$ cat config.mk
export PLATFORM = sky130hd
export DESIGN_NAME = video_xpoint_ctrl_regs
export DESIGN_NICKNAME = d
export VERILOG_FILES = /design/src/core/xpoint_pkg.sv /design/src/core/pin_sync.sv /design/src/core/video_xpoint_ctrl_regs.sv
export SDC_FILE = /design/constraint.sdc
export NUM_CORES = 1
export LEC_CHECK = 0
export BUFFER_PORTS_ARGS = -buffer_cell sky130_fd_sc_hd__buf_2
export CELL_PAD_IN_SITES_DETAIL_PLACEMENT = 0
export CELL_PAD_IN_SITES_GLOBAL_PLACEMENT = 1
export CORE_MARGIN = 1
export CORE_UTILIZATION = 30
export CTS_CLUSTER_DIAMETER = 100
export DETAILED_ROUTE_END_ITERATION = 10
export PLACE_DENSITY = 0.61
export SYNTH_ARGS = -nofsm -noshare
export SYNTH_HDL_FRONTEND = slang
export SYNTH_SLANG_ARGS = --single-unit
$ cat constraint.sdc
create_clock -name clk -period 4.6 [get_ports clk]
set_input_delay 0.92 -clock clk [delete_from_list [all_inputs] [get_ports clk]]
set_output_delay 0.92 -clock clk [all_outputs]
set_load 0.01 [all_outputs]
$ cat src/core/xpoint_pkg.sv
// constants, types and decode functions for the crosspoint control registers
// Overview of operation
// - answer at byte address 0x06 with strap low, 0x86 with strap high.
// - each access is a register address byte then a data byte.
// - one register per output at 0x01 to 0x09.
// - bit 7 enables the output, zero powers it down; default zero.
// - bits 6:5 pick gain 6, 7, 8 or 9 dB; default 00.
// - bits 4:0 pick the source input, zero means none; default zero.
// - any number of outputs may select the same input at once.
// - a disabled output drives its high-impedance control active.
// - a powered-down output routes no input whatever code is stored.
// - clamp bits at 0x1D for inputs 1-8, 0x1E bits 3:0 for 9-12.
// - a clamp bit of one selects clamp, zero selects bias; default zero.
// - writes to other register addresses are acknowledged but change nothing.
// - write-only standard-mode slave; no read-back is offered.
package xpoint_pkg;
  localparam int          NUM_OUT       = 9;
  localparam int          NUM_IN        = 12;
  localparam int          BYTE_W        = 8;
  localparam int          CNT_W         = 4;
  localparam int          GAIN_W        = 2;
  localparam int          SEL_W         = 5;
  localparam int          CLAMP_HI_W    = 4;
  localparam int          SYNC_W        = 3;
  localparam int          EN_BIT        = 7;
  localparam int          GAIN_MSB      = 6;
  localparam int          GAIN_LSB      = 5;
  localparam int          SEL_MSB       = 4;
  localparam int          SEL_LSB       = 0;
  localparam logic [7:0]  ADDR_PRIMARY  = 8'h06;
  localparam logic [7:0]  ADDR_ALT      = 8'h86;
  localparam logic [7:0]  REG_OUT_FIRST = 8'h01;
  localparam logic [7:0]  REG_OUT_LAST  = 8'h09;
  localparam logic [7:0]  REG_CLAMP_LO  = 8'h1D;
  localparam logic [7:0]  REG_CLAMP_HI  = 8'h1E;
  localparam logic [7:0]  CTRL_RST      = 8'h00;
  localparam logic [3:0]  CLAMP_HI_RST  = 4'h0;
  localparam logic [4:0]  SEL_NONE      = 5'h00;
  localparam logic [3:0]  BITS_PER_BYTE = 4'h8;
  localparam logic [3:0]  CNT_ZERO      = 4'h0;
  localparam logic [3:0]  CNT_ONE       = 4'h1;
  localparam logic [2:0]  SYNC_RST      = 3'h3;

  typedef enum logic [7:0] {
    ST_IDLE     = 8'h01,
    ST_ADDR     = 8'h02,
    ST_ACK_ADDR = 8'h04,
    ST_REG      = 8'h08,
    ST_ACK_REG  = 8'h10,
    ST_DATA     = 8'h20,
    ST_ACK_DATA = 8'h40,
    ST_IGNORE   = 8'h80
  } slave_state_t;

  function automatic logic is_out_reg(input logic [7:0] a);
    is_out_reg = (a >= REG_OUT_FIRST) && (a <= REG_OUT_LAST);
  endfunction

  function automatic logic [3:0] out_index(input logic [7:0] a);
    out_index = a[3:0] - REG_OUT_FIRST[3:0];
  endfunction
endpackage

$ cat src/core/pin_sync.sv
// three-stage synchroniser with agreement filter for the pin inputs
`timescale 1ns/10ps
`default_nettype none
module pin_sync
  import xpoint_pkg::*;
(
  input  wire logic              clk,
  input  wire logic              nrst,
  input  wire logic              clk_en,
  input  wire logic [SYNC_W-1:0] pin_in,
  output logic      [SYNC_W-1:0] pin_q
);
  logic [SYNC_W-1:0] s1_r;
  logic [SYNC_W-1:0] s2_r;
  logic [SYNC_W-1:0] s3_r;
  logic [SYNC_W-1:0] q_nxt;

  genvar g;
  generate
    for (g = 0; g < SYNC_W; g++)
    begin : g_bit
      // a change counts once stages two and three agree
      assign q_nxt[g] = (s2_r[g] == s3_r[g]) ? s3_r[g] : pin_q[g];
    end
  endgenerate

  always_ff @(posedge clk)
  begin
    if (!nrst)
    begin
      s1_r  <= SYNC_RST;
      s2_r  <= SYNC_RST;
      s3_r  <= SYNC_RST;
      pin_q <= SYNC_RST;
    end
    else if (clk_en)
    begin
      s1_r  <= pin_in;
      s2_r  <= s1_r;
      s3_r  <= s2_r;
      pin_q <= q_nxt;
    end
  end
endmodule
`default_nettype wire

$ cat src/core/video_xpoint_ctrl_regs.sv
// serial slave port and control register bank of the video crosspoint
`timescale 1ns/10ps
`default_nettype none
module video_xpoint_ctrl_regs
  import xpoint_pkg::*;
(
  input  wire logic                     clk,
  input  wire logic                     nrst,
  input  wire logic                     clk_en,
  input  wire logic                     scl_in,
  input  wire logic                     sda_in,
  output logic                          sda_out,
  output logic                          sda_oe,
  input  wire logic                     addr_strap,
  output logic [NUM_OUT-1:0]            video_output_n_en,
  output logic [NUM_OUT-1:0]            video_output_n_hiz,
  output logic [NUM_OUT*GAIN_W-1:0]     amp_gain_code,
  output logic [NUM_OUT*SEL_W-1:0]      video_input_n_sel,
  output logic [NUM_IN-1:0]             input_clamp_sel
);
  // synchronised pins: bit 0 scl, bit 1 sda, bit 2 strap
  logic [SYNC_W-1:0] pins_q;
  logic              scl_q;
  logic              sda_q;
  logic              strap_q;
  logic              scl_d_r;
  logic              sda_d_r;

  pin_sync u_sync (
    .clk    (clk),
    .nrst   (nrst),
    .clk_en (clk_en),
    .pin_in ({addr_strap, sda_in, scl_in}),
    .pin_q  (pins_q)
  );

  assign scl_q   = pins_q[0];
  assign sda_q   = pins_q[1];
  assign strap_q = pins_q[2];

  // bus events from the filtered lines
  logic scl_rise;
  logic scl_fall;
  logic start_det;
  logic stop_det;

  assign scl_rise  = scl_q & ~scl_d_r;
  assign scl_fall  = ~scl_q & scl_d_r;
  assign start_det = scl_q & scl_d_r & sda_d_r & ~sda_q;
  assign stop_det  = scl_q & scl_d_r & ~sda_d_r & sda_q;

  slave_state_t      state_r;
  slave_state_t      state_nxt;
  logic [CNT_W-1:0]  bit_cnt_r;
  logic [CNT_W-1:0]  bit_cnt_nxt;
  logic [BYTE_W-1:0] shift_r;
  logic [BYTE_W-1:0] shift_nxt;
  logic [BYTE_W-1:0] reg_addr_r;
  logic [BYTE_W-1:0] reg_addr_nxt;
  logic              wr_go;

  logic [BYTE_W-1:0] my_addr;
  logic              addr_hit;
  logic              byte_done;
  logic              in_byte;

  assign my_addr   = strap_q ? ADDR_ALT : ADDR_PRIMARY;
  assign addr_hit  = (shift_r == my_addr);
  assign byte_done = (bit_cnt_r == BITS_PER_BYTE);
  assign in_byte   = (state_r == ST_ADDR) || (state_r == ST_REG) ||
                     (state_r == ST_DATA);

  always_comb
  begin
    state_nxt    = state_r;
    bit_cnt_nxt  = bit_cnt_r;
    shift_nxt    = shift_r;
    reg_addr_nxt = reg_addr_r;
    wr_go        = 1'b0;
    if (stop_det)
    begin
      state_nxt = ST_IDLE;
    end
    else if (start_det)
    begin
      state_nxt   = ST_ADDR;
      bit_cnt_nxt = CNT_ZERO;
    end
    else
    begin
      case (state_r)
        ST_ADDR, ST_REG, ST_DATA:
        begin
          if (scl_rise && !byte_done)
          begin
            shift_nxt   = {shift_r[BYTE_W-2:0], sda_q};
            bit_cnt_nxt = bit_cnt_r + CNT_ONE;
          end
          else if (scl_fall && byte_done)
          begin
            if (state_r == ST_ADDR)
            begin
              // a read request or a foreign address is not acknowledged
              state_nxt = addr_hit ? ST_ACK_ADDR : ST_IGNORE;
            end
            else if (state_r == ST_REG)
            begin
              reg_addr_nxt = shift_r;
              state_nxt    = ST_ACK_REG;
            end
            else
            begin
              wr_go     = 1'b1;
              state_nxt = ST_ACK_DATA;
            end
          end
        end
        ST_ACK_ADDR, ST_ACK_REG, ST_ACK_DATA:
        begin
          if (scl_fall)
          begin
            bit_cnt_nxt = CNT_ZERO;
            // a further address/data pair may follow in the same frame
            state_nxt   = (state_r == ST_ACK_REG) ? ST_DATA : ST_REG;
          end
        end
        ST_IDLE, ST_IGNORE:
        begin
          state_nxt = state_r;
        end
        default:
        begin
          state_nxt = ST_IDLE;
        end
      endcase
    end
  end

  always_ff @(posedge clk)
  begin
    if (!nrst)
    begin
      state_r    <= ST_IDLE;
      bit_cnt_r  <= CNT_ZERO;
      shift_r    <= CTRL_RST;
      reg_addr_r <= CTRL_RST;
      scl_d_r    <= 1'b1;
      sda_d_r    <= 1'b1;
    end
    else if (clk_en)
    begin
      state_r    <= state_nxt;
      bit_cnt_r  <= bit_cnt_nxt;
      shift_r    <= shift_nxt;
      reg_addr_r <= reg_addr_nxt;
      scl_d_r    <= scl_q;
      sda_d_r    <= sda_q;
    end
  end

  // acknowledge is the only drive; no data is ever returned
  assign sda_out = 1'b0;
  assign sda_oe  = (state_r == ST_ACK_ADDR) || (state_r == ST_ACK_REG) ||
                   (state_r == ST_ACK_DATA);

  // register bank
  logic [BYTE_W-1:0]     out_ctrl_r [NUM_OUT];
  logic [BYTE_W-1:0]     clamp_lo_r;
  logic [CLAMP_HI_W-1:0] clamp_hi_r;
  logic                  wr_out;
  logic                  wr_clamp_lo;
  logic                  wr_clamp_hi;
  logic [3:0]            out_idx;

  assign out_idx     = out_index(reg_addr_r);
  assign wr_out      = wr_go && is_out_reg(reg_addr_r);
  assign wr_clamp_lo = wr_go && (reg_addr_r == REG_CLAMP_LO);
  assign wr_clamp_hi = wr_go && (reg_addr_r == REG_CLAMP_HI);

  always_ff @(posedge clk)
  begin
    if (!nrst)
    begin
      for (int i = 0; i < NUM_OUT; i++)
      begin
        out_ctrl_r[i] <= CTRL_RST;
      end
      clamp_lo_r <= CTRL_RST;
      clamp_hi_r <= CLAMP_HI_RST;
    end
    else if (clk_en)
    begin
      // each output holds its own code, so shared inputs never clash
      if (wr_out)
      begin
        out_ctrl_r[out_idx] <= shift_r;
      end
      if (wr_clamp_lo)
      begin
        clamp_lo_r <= shift_r;
      end
      if (wr_clamp_hi)
      begin
        clamp_hi_r <= shift_r[CLAMP_HI_W-1:0];
      end
    end
  end

  // per-output control to the analog matrix
  logic [NUM_OUT*SEL_W-1:0] sel_eff;
  logic [NUM_OUT-1:0]       hiz_nxt;

  genvar g;
  generate
    for (g = 0; g < NUM_OUT; g++)
    begin : g_out
      assign video_output_n_en[g] = out_ctrl_r[g][EN_BIT];
      assign amp_gain_code[g*GAIN_W +: GAIN_W] =
        out_ctrl_r[g][GAIN_MSB:GAIN_LSB];
      assign hiz_nxt[g] = ~out_ctrl_r[g][EN_BIT];
      assign sel_eff[g*SEL_W +: SEL_W] = out_ctrl_r[g][EN_BIT] ?
        out_ctrl_r[g][SEL_MSB:SEL_LSB] : SEL_NONE;
    end
  endgenerate

  always_ff @(posedge clk)
  begin
    if (!nrst)
    begin
      video_output_n_hiz <= '1;
      video_input_n_sel  <= '0;
    end
    else if (clk_en)
    begin
      video_output_n_hiz <= hiz_nxt;
      video_input_n_sel  <= sel_eff;
    end
  end

  assign input_clamp_sel = {clamp_hi_r, clamp_lo_r};

  generate
    for (g = 0; g < NUM_OUT; g++)
    begin : g_chk

    end
  endgenerate
endmodule
`default_nettype wire

==> results of run 1 <==
## cells in the mapped netlist, types with 14 or more instances
cell type	number
a21oi_1	14
a22oi_1	40
and2_1	17
buf_4	32
clkbuf_1	25
dfxtp_1	108
edfxtp_1	72
mux2i_1	46
nand2_1	54
nand3_1	15
nor2_1	147
o21ai_0	22
## metrics by stage
step                      setup WS, ns  hold slack (ns)  instances  total power, mW
final                             1.26            0.452       1068             3.29
after global routing             0.967            0.486       1068             3.41
after CTS                         1.28            0.457       1068             3.33
after detailed placement          1.06            0.447       1036             1.92
after global placement            1.17            0.440       1036             1.92
after floorplan                   1.94            0.428        676             1.86
## registers in the layout, indices dropped and copies added, names as in the netlist
| signal | cells |
|---|---|
| clamp_hi_r | 4 |
| out_ctrl_r | 72 |
| u_sync.s1_r | 3 |
| sda_d_r | 1 |
| u_sync.s2_r | 3 |
| state_r | 8 |
| reg_addr_r | 8 |
| u_sync.s3_r | 3 |
| u_sync.pin_q | 3 |
| bit_cnt_r | 4 |
| clamp_lo_r | 8 |
| shift_r | 8 |
| video_input_n_sel | 45 |
| video_output_n_hiz | 9 |
| scl_d_r | 1 |
## final timing paths
path	cells after the start	start	to
max	7	bit_cnt_r[0]	out_ctrl_r[6][1]
min	2	video_input_n_sel[36]	video_input_n_sel[36]
max reg2reg	7	bit_cnt_r[0]	out_ctrl_r[6][1]
min reg2reg	2	video_input_n_sel[36]	video_input_n_sel[36]
## logic make-up after synthesis
| family | count (synthesis) | synth area share |
|---|---|---|
| muxes | 46 | 0.0639 |
| DFF | 180 | 0.600 |
| xor gates and xnor gates | 6 | 0.00729 |
| adders and majority gates | 2 | 0.00347 |
| other | 1 | 0.000520 |
| and+or+nand+nor | 280 | 0.185 |
| AOI/OAI and AO/OA | 89 | 0.0846 |
| buffers and inverters | 72 | 0.0554 |
## cell type report
cell class	instances	area share
clock buffers	21	0.0563
clock inverters	11	0.0117
inverters	5	0.00225
multi-input cells	424	0.297
flip-flops and latches	180	0.518
well taps	319	0.0478
repair buffers	108	0.0674
## power breakdown
group / internal, mW / switching, mW
sequential: 1.71 / 0.0278
combinational: 0.0476 / 0.0918
clock: 0.791 / 0.618
## tightest hold or removal path: cells and delay by family, from the launching register on
family / cells / cell delay [ns]
AND/OR/NAND/NOR: 1 / 0.05
AO/OA/AOI/OAI: 1 / 0.05
flip-flops: 1 / 0.31
## metal layers
layer	wire [um]	track usage
met5	0	0
met3	601	0.0308
met1	8760	0.206
met2	7750	0.225
met4	174	0.0518
==> summary.md, run 1 <==
| Metric | Value |
|---|---|
| Post-CTS sizing | `0` |
| Hold Path Class | `flip-flop to flip-flop` |
| CTS Buf Count | `17` |
| CTS H-tree lvls | `4` |
| CTS Root Buffer Type | `clkbuf_16` |
| Area grow syn2layout | `16.0%` |
| Crit Path Class | `flip-flop to flip-flop` |
| Drt pass-1 iters | `4` |
| Largest net degree at the start of global routing | `between 40 and 50` |
| Register area | `~4300 um^2` |
| CP required | `about 4.6 ns` |
| Status | `finished clean` |
| CTS tree | `yes` |
| Worst path arrival time | `approximately 3.4 ns` |
| Cts hold-fix bufs | `0` |
| Most common cell after layout, fill and taps aside | `nor2_1` |
| CP delay by family, top | `simple AND/OR/NAND/NOR gates` |
| Headroom to the max-slew limit | `0.296` |
| Top post-synthesis cells by area | `dfxtp_1 (30%), edfxtp_1 (30%), nor2_1 (7.7%)` |
| Syn Area/Cell | `about 11 um^2` |
| Routed len/inst | `~16 um` |
| Startpoint types | `flip-flop` |
| Post-synth EDFFs | `a little over 70` |
| CP Max Fanout | `18` |
| Nature of the critical path endpoint | `flip-flop` |
| Top-area cell type share of the netlist area | `0.300` |
| Final #Nets | `744` |
| DRT iter0 DRCs | `around 340` |
| Worst reg2reg setup slack | `1.26 ns` |
| Vias in the first global route | `roughly 4700` |
| Clock transition at path regs | `~0.070 ns` |
| Routed WL | `17.3 mm` |
| Multi-input logic area | `2480 um^2` |
| Leakage Power | `about 3.2 nW` |
| DRC | `0` |
| Ys Warns | `0` |
| Routed Antenna Nets | `0` |
| Max clock buf depth | `2` |
| Peak Freq | `about 300 MHz` |
| Crit-path max cell delay | `1.03 ns` |
| Top FF cell, synth | `dfxtp_1` |
| Sum of buffers and inverters on the critical path | `1` |
| Grt ovf | `0` |
| DR vias/cell | `around 4.5` |
| Commonest non-fill, non-tap cells in the layout | `nor2_1 (147), dfxtp_1 (108), buf_2 (99)` |
| Placed Area | `around 7800 um^2` |
| Synth Cell Area | `7210 um^2` |
| Setup violators final | `0` |
| Maximum capacitance violations | `0` |
| Final instance area | `about 8400 um^2` |
| PD cells | `393 nW/um^2` |
| Fillers | `2427` |
| Crit path top cell by count | `nand3_1` |
| Die ar. | `between 20000 and 25000 um^2` |
| Syn Inst Count | `a little under 700` |
| I/O pins | `around 100` |
| Antenna violations before repair | `0` |
| Clock sinks | `180` |
| Layout cells sized above 1 | `0.207` |
| Total track usage | `0.147` |
| Synth unique cells | `54` |
| Vias | `4784` |
| Die W | `approximately 160 um` |
| # Post-CTS Setup Buffers | `0` |
| Worst-Skew Late Latency | `0.43 ns` |
| Final Critical Period | `between 3 and 4 ns` |
| Initial cell density of the core | `0.306` |
| Fin util | `0.355` |
| Net Count, Synth | `slightly below 700` |
| Pins Over Slew Limit | `0` |
| Actual slew at the worst max-slew pin | `1.05 ns` |
| Row count | `56` |
| Core area | `23500 um^2` |
| Final hold vios | `0` |
| Setup TNS | `0 ns` |
| GP Congestion | `slightly above 0.7` |
| Final cycle utilization of the critical path | `0.726` |
| Ant. Diodes | `0` |
| Clk_skew | `0.0116 ns` |
| Crit path max-delay cell type | `o21ai_0` |
| FFs w/ async S/R, synth | `0` |
| First-pass GRT wire length | `26.9 mm` |
| Seq/Total Area, Yosys | `0.600` |
| I/O Buffers | `approximately 100` |
| Number of synthesized register bits | `180` |
| Cell taking the most area after synthesis | `dfxtp_1` |
| Worst-path cell chain | `inv_1, ha_1, and3b_1, nand3_1, nor4_2, nand3_1, o21ai_0` |
| Worst vdd ir | `between 0.15 and 0.2 mV` |
| HPWL Detailed | `11.7 mm` |
| Die height | `about 160 um` |
| RSZ-0062 raised after global routing | `false` |
Power figures use the tool's default switching activity.
==> run 2, diff against run 1 <==
- clock period: 4.6 -> 3.35 ns (I/O delays scaled with it)
==> run 2 against run 1 <==
  * Power rose by 35%
  * Non-clock buffer count rose by 7
  * Register-to-register slack got worse by 0.56 ns
  * Highest routed layer unchanged
==> summary.md, run 2 (synthesized netlist as in run 1, its figures left out) <==
| Metric | Value |
|---|---|
| Status | `finished clean (unchanged)` |
| Row count | `56 (unchanged)` |
| PD cells | `530 nW/um^2 (was 393 nW/um^2)` |
| DRT iter0 DRCs | `345 (was 335)` |
| Worst-Skew Late Latency | `0.44 ns (was 0.43 ns)` |
| Max reg flops | `72 (unchanged)` |
| Vias in the first global route | `4814 (was 4685)` |
| I/O pins | `101 (unchanged)` |
| Ant. Diodes | `0 (unchanged)` |
| CTS H-tree lvls | `4 (unchanged)` |
| Actual slew at the worst max-slew pin | `0.835 ns (was 1.05 ns)` |
| Regs by FF count | `out_ctrl_r x72, video_input_n_sel x45, video_output_n_hiz x9 (unchanged)` |
| Hold Path Class | `primary input to flip-flop (was flip-flop to flip-flop)` |
| Pre-CTS setup slack | `0.682 ns (was 1.06 ns)` |
| Setup TNS | `0 ns (unchanged)` |
| Leakage Power | `3.22 nW (was 3.20 nW)` |
| Headroom to the max-slew limit | `0.443 (was 0.296)` |
| RSZ-0062 raised after global routing | `false (unchanged)` |
| Nature of the critical path endpoint | `flip-flop (unchanged)` |
| Worst reg2reg setup slack | `0.70 ns (was 1.26 ns)` |
| Placed Area | `7850 um^2 (was 7790 um^2)` |
| Crit path max-delay cell type | `nand3b_1 (was o21ai_0)` |
| Cts hold-fix bufs | `0 (unchanged)` |
| Routed len/inst | `16.3 um (was 16.2 um)` |
| GP Congestion | `0.724 (was 0.716)` |
| Routed WL | `17.5 mm (was 17.3 mm)` |
| Clock transition at path regs | `0.07 ns (about the same)` |
| I/O Buffers | `99 (unchanged)` |
| Crit Path Class | `flip-flop to flip-flop (unchanged)` |
| Die height | `157 um (unchanged)` |
| Largest Register | `out_ctrl_r (unchanged)` |
| Largest net degree at the start of global routing | `48 (was 49)` |
| Max clock buf depth | `2 (unchanged)` |
| Die W | `157 um (unchanged)` |
| Crit-path max cell delay | `0.41 ns (was 1.03 ns)` |
| HPWL Detailed | `11.8 mm (was 11.7 mm)` |
| First-pass GRT wire length | `27.6 mm (was 26.9 mm)` |
| Die ar. | `24600 um^2 (unchanged)` |
| Worst vdd ir | `0.326 mV (was 0.193 mV)` |
| Peak Freq | `377 MHz (was 299 MHz)` |
| Final #Nets | `751 (was 744)` |
| CP required | `3.49 ns (was 4.64 ns)` |
| # Post-CTS Setup Buffers | `0 (unchanged)` |
| Clk_skew | `0.0101 ns (was 0.0116 ns)` |
| DRC | `0 (unchanged)` |
| Initial cell density of the core | `0.306 (unchanged)` |
| Pins Over Slew Limit | `0 (unchanged)` |
| Setup violators final | `0 (unchanged)` |
| Core area | `23500 um^2 (unchanged)` |
| Area grow syn2layout | `16.4% (was 16.0%)` |
| Clock sinks | `180 (unchanged)` |
| Post-CTS sizing | `0 (unchanged)` |
| Fin util | `0.356 (was 0.355)` |
| PnR worst setup slack | `0.700 ns (was 1.26 ns)` |
| Final Critical Period | `2.65 ns (was 3.34 ns)` |
| Final cycle utilization of the critical path | `0.791 (was 0.726)` |
| Final instance area | `8380 um^2 (was 8360 um^2)` |
| Grt ovf | `0 (unchanged)` |
| Total track usage | `0.150 (was 0.147)` |
| CTS tree | `yes (unchanged)` |
| Worst-path cell chain | `inv_1, ha_1, and3b_1, nand3_1, nor4_2, nand3b_1, o21ai_0, buf_4 (was inv_1, ha_1, and3b_1, nand3_1, nor4_2, nand3_1, o21ai_0)` |
| Antenna violations before repair | `0 (unchanged)` |
| Maximum capacitance violations | `0 (unchanged)` |
| Vias | `4915 (was 4784)` |
| CTS Buf Count | `17 (unchanged)` |
| DR vias/cell | `4.57 (was 4.48)` |
| Layout cells sized above 1 | `0.214 (was 0.207)` |
| CTS Root Buffer Type | `clkbuf_16 (unchanged)` |
| Startpoint types | `flip-flop (unchanged)` |
| CP Max Fanout | `11 (was 18)` |
| Commonest non-fill, non-tap cells in the layout | `nor2_1 (147), dfxtp_1 (108), buf_2 (99) (unchanged)` |
| Worst path arrival time | `2.79 ns (was 3.38 ns)` |
| Drt pass-1 iters | `4 (unchanged)` |
| Final hold vios | `0 (unchanged)` |
| Most common cell after layout, fill and taps aside | `nor2_1 (unchanged)` |
| Routed Antenna Nets | `0 (unchanged)` |
==> run 2: cell types whose count changed in the layout (fill, tap and decap cells not counted), sizes merged <==
cell | before | now
bufinv | 1 | 0
buf | 108 | 115
clkinv | 5 | 4
clkbuf | 21 | 19
inv | 9 | 13
==> run 2: critical path: cells and delay by family, from the launching register on <==
family | cells | cell delay [ns]
AOI/OAI and AO/OA | 1 | 0.30
adders and majority gates | 1 | 0.13
buffers and inverters | 2 | 0.29
DFF | 1 | 0.34
and+or+nand+nor | 4 | 1.28
==> run 2: per-stage QoR <==
step	hold WS [ns]	cells	power [mW]
2_1_floorplan	0.428	676	2.56
3_3_place_gp	0.442	1043	2.64
3_5_place_dp	0.449	1043	2.64
4_1_cts	0.436	1075	4.50
5_1_grt	0.443	1075	4.61
6_report	0.453	1075	4.45
==> run 2: final cells by class <==
cell class	count	area (um^2)
multi-input cells	424	2480
repair buffers	115	628
well taps	319	399
clock buffers	19	433
fillers	2437	15200
clock inverters	13	98.8
inverters	5	18.8
flip-flops and latches	180	4320
==> run 2: final timing paths <==
path,startpoint,end,cells after the start
max reg2reg,bit_cnt_r[0],out_ctrl_r[1][2],8
min reg2reg,video_input_n_sel[36],video_input_n_sel[36],2
min,sda_in,u_sync.s1_r[1],3
max,bit_cnt_r[0],out_ctrl_r[1][2],8
==> run 2: per-layer routing <==
| metal | track usage | part of all wire | routed length, um |
|---|---|---|---|
| met5 | 0 | 0 | 0 |
| met2 | 0.237 | 0.46 | 8040 |
| met1 | 0.201 | 0.49 | 8510 |
| met4 | 0.0434 | 0.0099 | 174 |
| met3 | 0.0396 | 0.046 | 808 |
==> run 2: power by group <==
| group | total (mW) | internal [mW] | switching (mW) |
|---|---|---|---|
| Combinational | 0.199 | 0.0708 | 0.128 |
| Clock | 1.86 | 0.962 | 0.899 |
| Sequential | 2.39 | 2.35 | 0.0393 |
| Total | 4.45 | 3.38 | 1.07 |
==> run 3, diff against run 2 <==
- ABC_AREA: unset -> 1
- PLACE_DENSITY: 0.61 -> 0.62
- clock period: 3.35 -> 2.7 ns (I/O delays scaled with it)
==> run 3 against run 2 <==
  * Hold slack worse by 0.13 ns
  * Power up 41%
  * Register-to-register slack lost 0.39 ns
  * Sequential share of layout area fell by 0.069 points
  * First-iteration DRC count down 9.6%
  * Core utilization up 0.26 points
  * Clock skew grew 0.0015 ns
  * Critical path type unchanged
  * Largest cell class unchanged
==> summary.md, run 3 <==
| Metric | Value |
|---|---|
| Number of synthesized register bits | `180 (unchanged)` |
| Die W | `156 um (was 157 um)` |
| Setup TNS | `0 ns (unchanged)` |
| Synth unique cells | `32 (was 54)` |
| CP Max Fanout | `9 (was 11)` |
| Leakage Power | `3.42 nW (was 3.22 nW)` |
| CTS Root Buffer Type | `clkbuf_16 (unchanged)` |
| Cts hold-fix bufs | `0 (unchanged)` |
| Final hold vios | `0 (unchanged)` |
| Final instance area | `8400 um^2 (was 8380 um^2)` |
| Post-synth EDFFs | `72 (unchanged)` |
| Synth Cell Area | `7150 um^2 (was 7210 um^2)` |
| Startpoint types | `flip-flop (unchanged)` |
| Fillers | `2483 (was 2437)` |
| # Post-CTS Setup Buffers | `0 (unchanged)` |
| Crit Path Class | `flip-flop to flip-flop (unchanged)` |
| Clock sinks | `180 (unchanged)` |
| Design Power | `6.26 mW (was 4.45 mW)` |
| CP required | `2.80 ns (was 3.49 ns)` |
| Antenna violations before repair | `0 (unchanged)` |
| CTS Buf Count | `17 (unchanged)` |
| Core area | `23400 um^2 (was 23500 um^2)` |
| First-pass GRT wire length | `28.4 mm (was 27.6 mm)` |
| Clock transition at path regs | `0.07 ns (about the same)` |
| Top-area cell type share of the netlist area | `0.302 (was 0.300)` |
| Ys Warns | `0 (unchanged)` |
| Worst-Skew Late Latency | `0.44 ns (about the same)` |
| Die ar. | `24500 um^2 (was 24600 um^2)` |
| Largest Register | `out_ctrl_r (unchanged)` |
| Most common cell after layout, fill and taps aside | `nand2_1 (was nor2_1)` |
| Max reg flops | `72 (unchanged)` |
| Syn Inst Count | `795 (was 676)` |
| Syn Area/Cell | `9.00 um^2 (was 10.7 um^2)` |
| Hold Path Class | `primary input to flip-flop (unchanged)` |
| I/O pins | `101 (unchanged)` |
| Pins Over Slew Limit | `0 (unchanged)` |
| Routed len/inst | `14.7 um (was 16.3 um)` |
| Post-CTS sizing | `0 (unchanged)` |
| Seq/Total Area, Yosys | `0.605 (was 0.600)` |
| Layout cells sized above 1 | `0.193 (was 0.214)` |
| Clk_skew | `0.0117 ns (was 0.0101 ns)` |
| Worst vdd ir | `0.324 mV (was 0.326 mV)` |
| Commonest non-fill, non-tap cells in the layout | `nand2_1 (152), nor2_1 (128), dfxtp_1 (108) (was nor2_1 (147), dfxtp_1 (108), buf_2 (99))` |
| Largest net degree at the start of global routing | `67 (was 48)` |
| Actual slew at the worst max-slew pin | `0.759 ns (was 0.835 ns)` |
| Status | `finished clean (unchanged)` |
| Synth cell count leaders | `nand2_1 (152), nor2_1 (128), dfxtp_1 (108), a21oi_1 (74), edfxtp_1 (72) (was nor2_1 (147), dfxtp_1 (108), edfxtp_1 (72), nand2_1 (54), mux2i_1 (46))` |
| Setup violators final | `0 (unchanged)` |
| Initial cell density of the core | `0.306 (about the same)` |
| Top post-synthesis cells by area | `dfxtp_1 (30%), edfxtp_1 (30%), nand2_1 (8.0%) (was dfxtp_1 (30%), edfxtp_1 (30%), nor2_1 (7.7%))` |
| DR vias/cell | `4.47 (was 4.57)` |
| Routed Antenna Nets | `0 (unchanged)` |
| HPWL Detailed | `11.4 mm (was 11.8 mm)` |
| Cell taking the most area after synthesis | `dfxtp_1 (unchanged)` |
| Final cycle utilization of the critical path | `0.885 (was 0.791)` |
| Total track usage | `0.153 (was 0.150)` |
| Vias in the first global route | `5238 (was 4814)` |
| Routed WL | `17.6 mm (was 17.5 mm)` |
| Top FF cell, synth | `dfxtp_1 (unchanged)` |
| Die height | `156 um (was 157 um)` |
| Regs by FF count | `out_ctrl_r x72, video_input_n_sel x45, video_output_n_hiz x9 (unchanged)` |
| I/O Buffers | `99 (unchanged)` |
| Final #Nets | `871 (was 751)` |
| Vias | `5341 (was 4915)` |
| Drt pass-1 iters | `5 (was 4)` |
| Area grow syn2layout | `17.4% (was 16.4%)` |
| Peak Freq | `418 MHz (was 377 MHz)` |
| Worst path arrival time | `2.49 ns (was 2.79 ns)` |
| Cell with the most instances after synthesis | `nand2_1 (was nor2_1)` |
| Fin util | `0.359 (was 0.356)` |
| Maximum capacitance violations | `0 (unchanged)` |
| Net Count, Synth | `803 (was 684)` |
| DRT iter0 DRCs | `312 (was 345)` |
| GP Congestion | `0.759 (was 0.724)` |
| RSZ-0062 raised after global routing | `false (unchanged)` |
| Row count | `56 (unchanged)` |
| Final Critical Period | `2.39 ns (was 2.65 ns)` |
| Ant. Diodes | `0 (unchanged)` |
| CTS H-tree lvls | `4 (unchanged)` |
| Nature of the critical path endpoint | `flip-flop (unchanged)` |
| Placed Area | `7800 um^2 (was 7850 um^2)` |
| DRC | `0 (unchanged)` |
| FFs w/ async S/R, synth | `0 (unchanged)` |
| CTS tree | `yes (unchanged)` |
| Headroom to the max-slew limit | `0.494 (was 0.443)` |
| Grt ovf | `0 (unchanged)` |
| PD cells | `745 nW/um^2 (was 530 nW/um^2)` |
| Max clock buf depth | `2 (unchanged)` |
## run 3: per-layer routing
metal	up-vias	wire length (um)	GRT usage	share of wire
li1	2745	-	-	-
met1	2479	8730	0.209	0.50
met2	100	8010	0.245	0.45
met3	17	656	0.0294	0.037
met4	0	208	0.0448	0.012
met5	-	0	0	0
## run 3: critical path, stage by stage, from the launching register on
cell	delay (ns)
dfxtp_1	0.32
inv_1	0.09
ha_1	0.15
nand2_1	0.06
nor2_1	0.11
nand3_1	0.12
nand3b_2	0.29
nor2_2	0.18
nand2_2	0.10
nor2_2	0.15
nand2_2	0.16
nand2_1	0.33
## run 3: cell families (layout without fill, tap and decap cells)
logic type      Yosys count  count (layout)  synth area share
simple gates            381             381             0.228
other cells               1               1          0.000524
fa+ha+maj                 2               2           0.00350
compound gates          120             120            0.0885
xor+xnor                  2               2           0.00245
flops                   180             180             0.605
buf+inv                 109             190            0.0728
## run 3: area by class of cell
| type | instances | area [um^2] | share of cell area |
|---|---|---|---|
| repair buffers | 114 | 608 | 0.0724 |
| multi-input cells | 506 | 2310 | 0.275 |
| clock inverters | 14 | 163 | 0.0194 |
| clock buffers | 18 | 429 | 0.0511 |
| well taps | 319 | 399 | 0.0475 |
| inverters | 44 | 165 | 0.0197 |
| flip-flops and latches | 180 | 4320 | 0.515 |
## run 3: path summary, 6_finish.rpt
path,slack [ns],depth (start not counted),to,start
setup reg to reg,0.31,11,out_ctrl_r[6][3],bit_cnt_r[0]
hold / removal,0.33,3,u_sync.s1_r[1],sda_in
setup / recovery,0.31,11,out_ctrl_r[6][3],bit_cnt_r[0]
hold reg to reg,0.46,2,video_input_n_sel[18],video_input_n_sel[18]
## run 3: where the power goes
group	total (mW)	switching, mW	leakage, nW	internal [mW]
combinational	0.737	0.506	1.50	0.231
clock	2.48	1.16	0.292	1.32
sequential	3.04	0.0888	1.62	2.95
total	6.26	1.75	3.42	4.51
## run 3: per-stage QoR
step	instances	worst slack [ns]	hold slack, ns
6_report	1195	0.310	0.326
5_1_grt	1195	0.101	0.333
4_1_cts	1195	0.286	0.322
3_5_place_dp	1163	0.310	0.446
3_3_place_gp	1163	0.329	0.442
2_1_floorplan	795	0.575	0.429
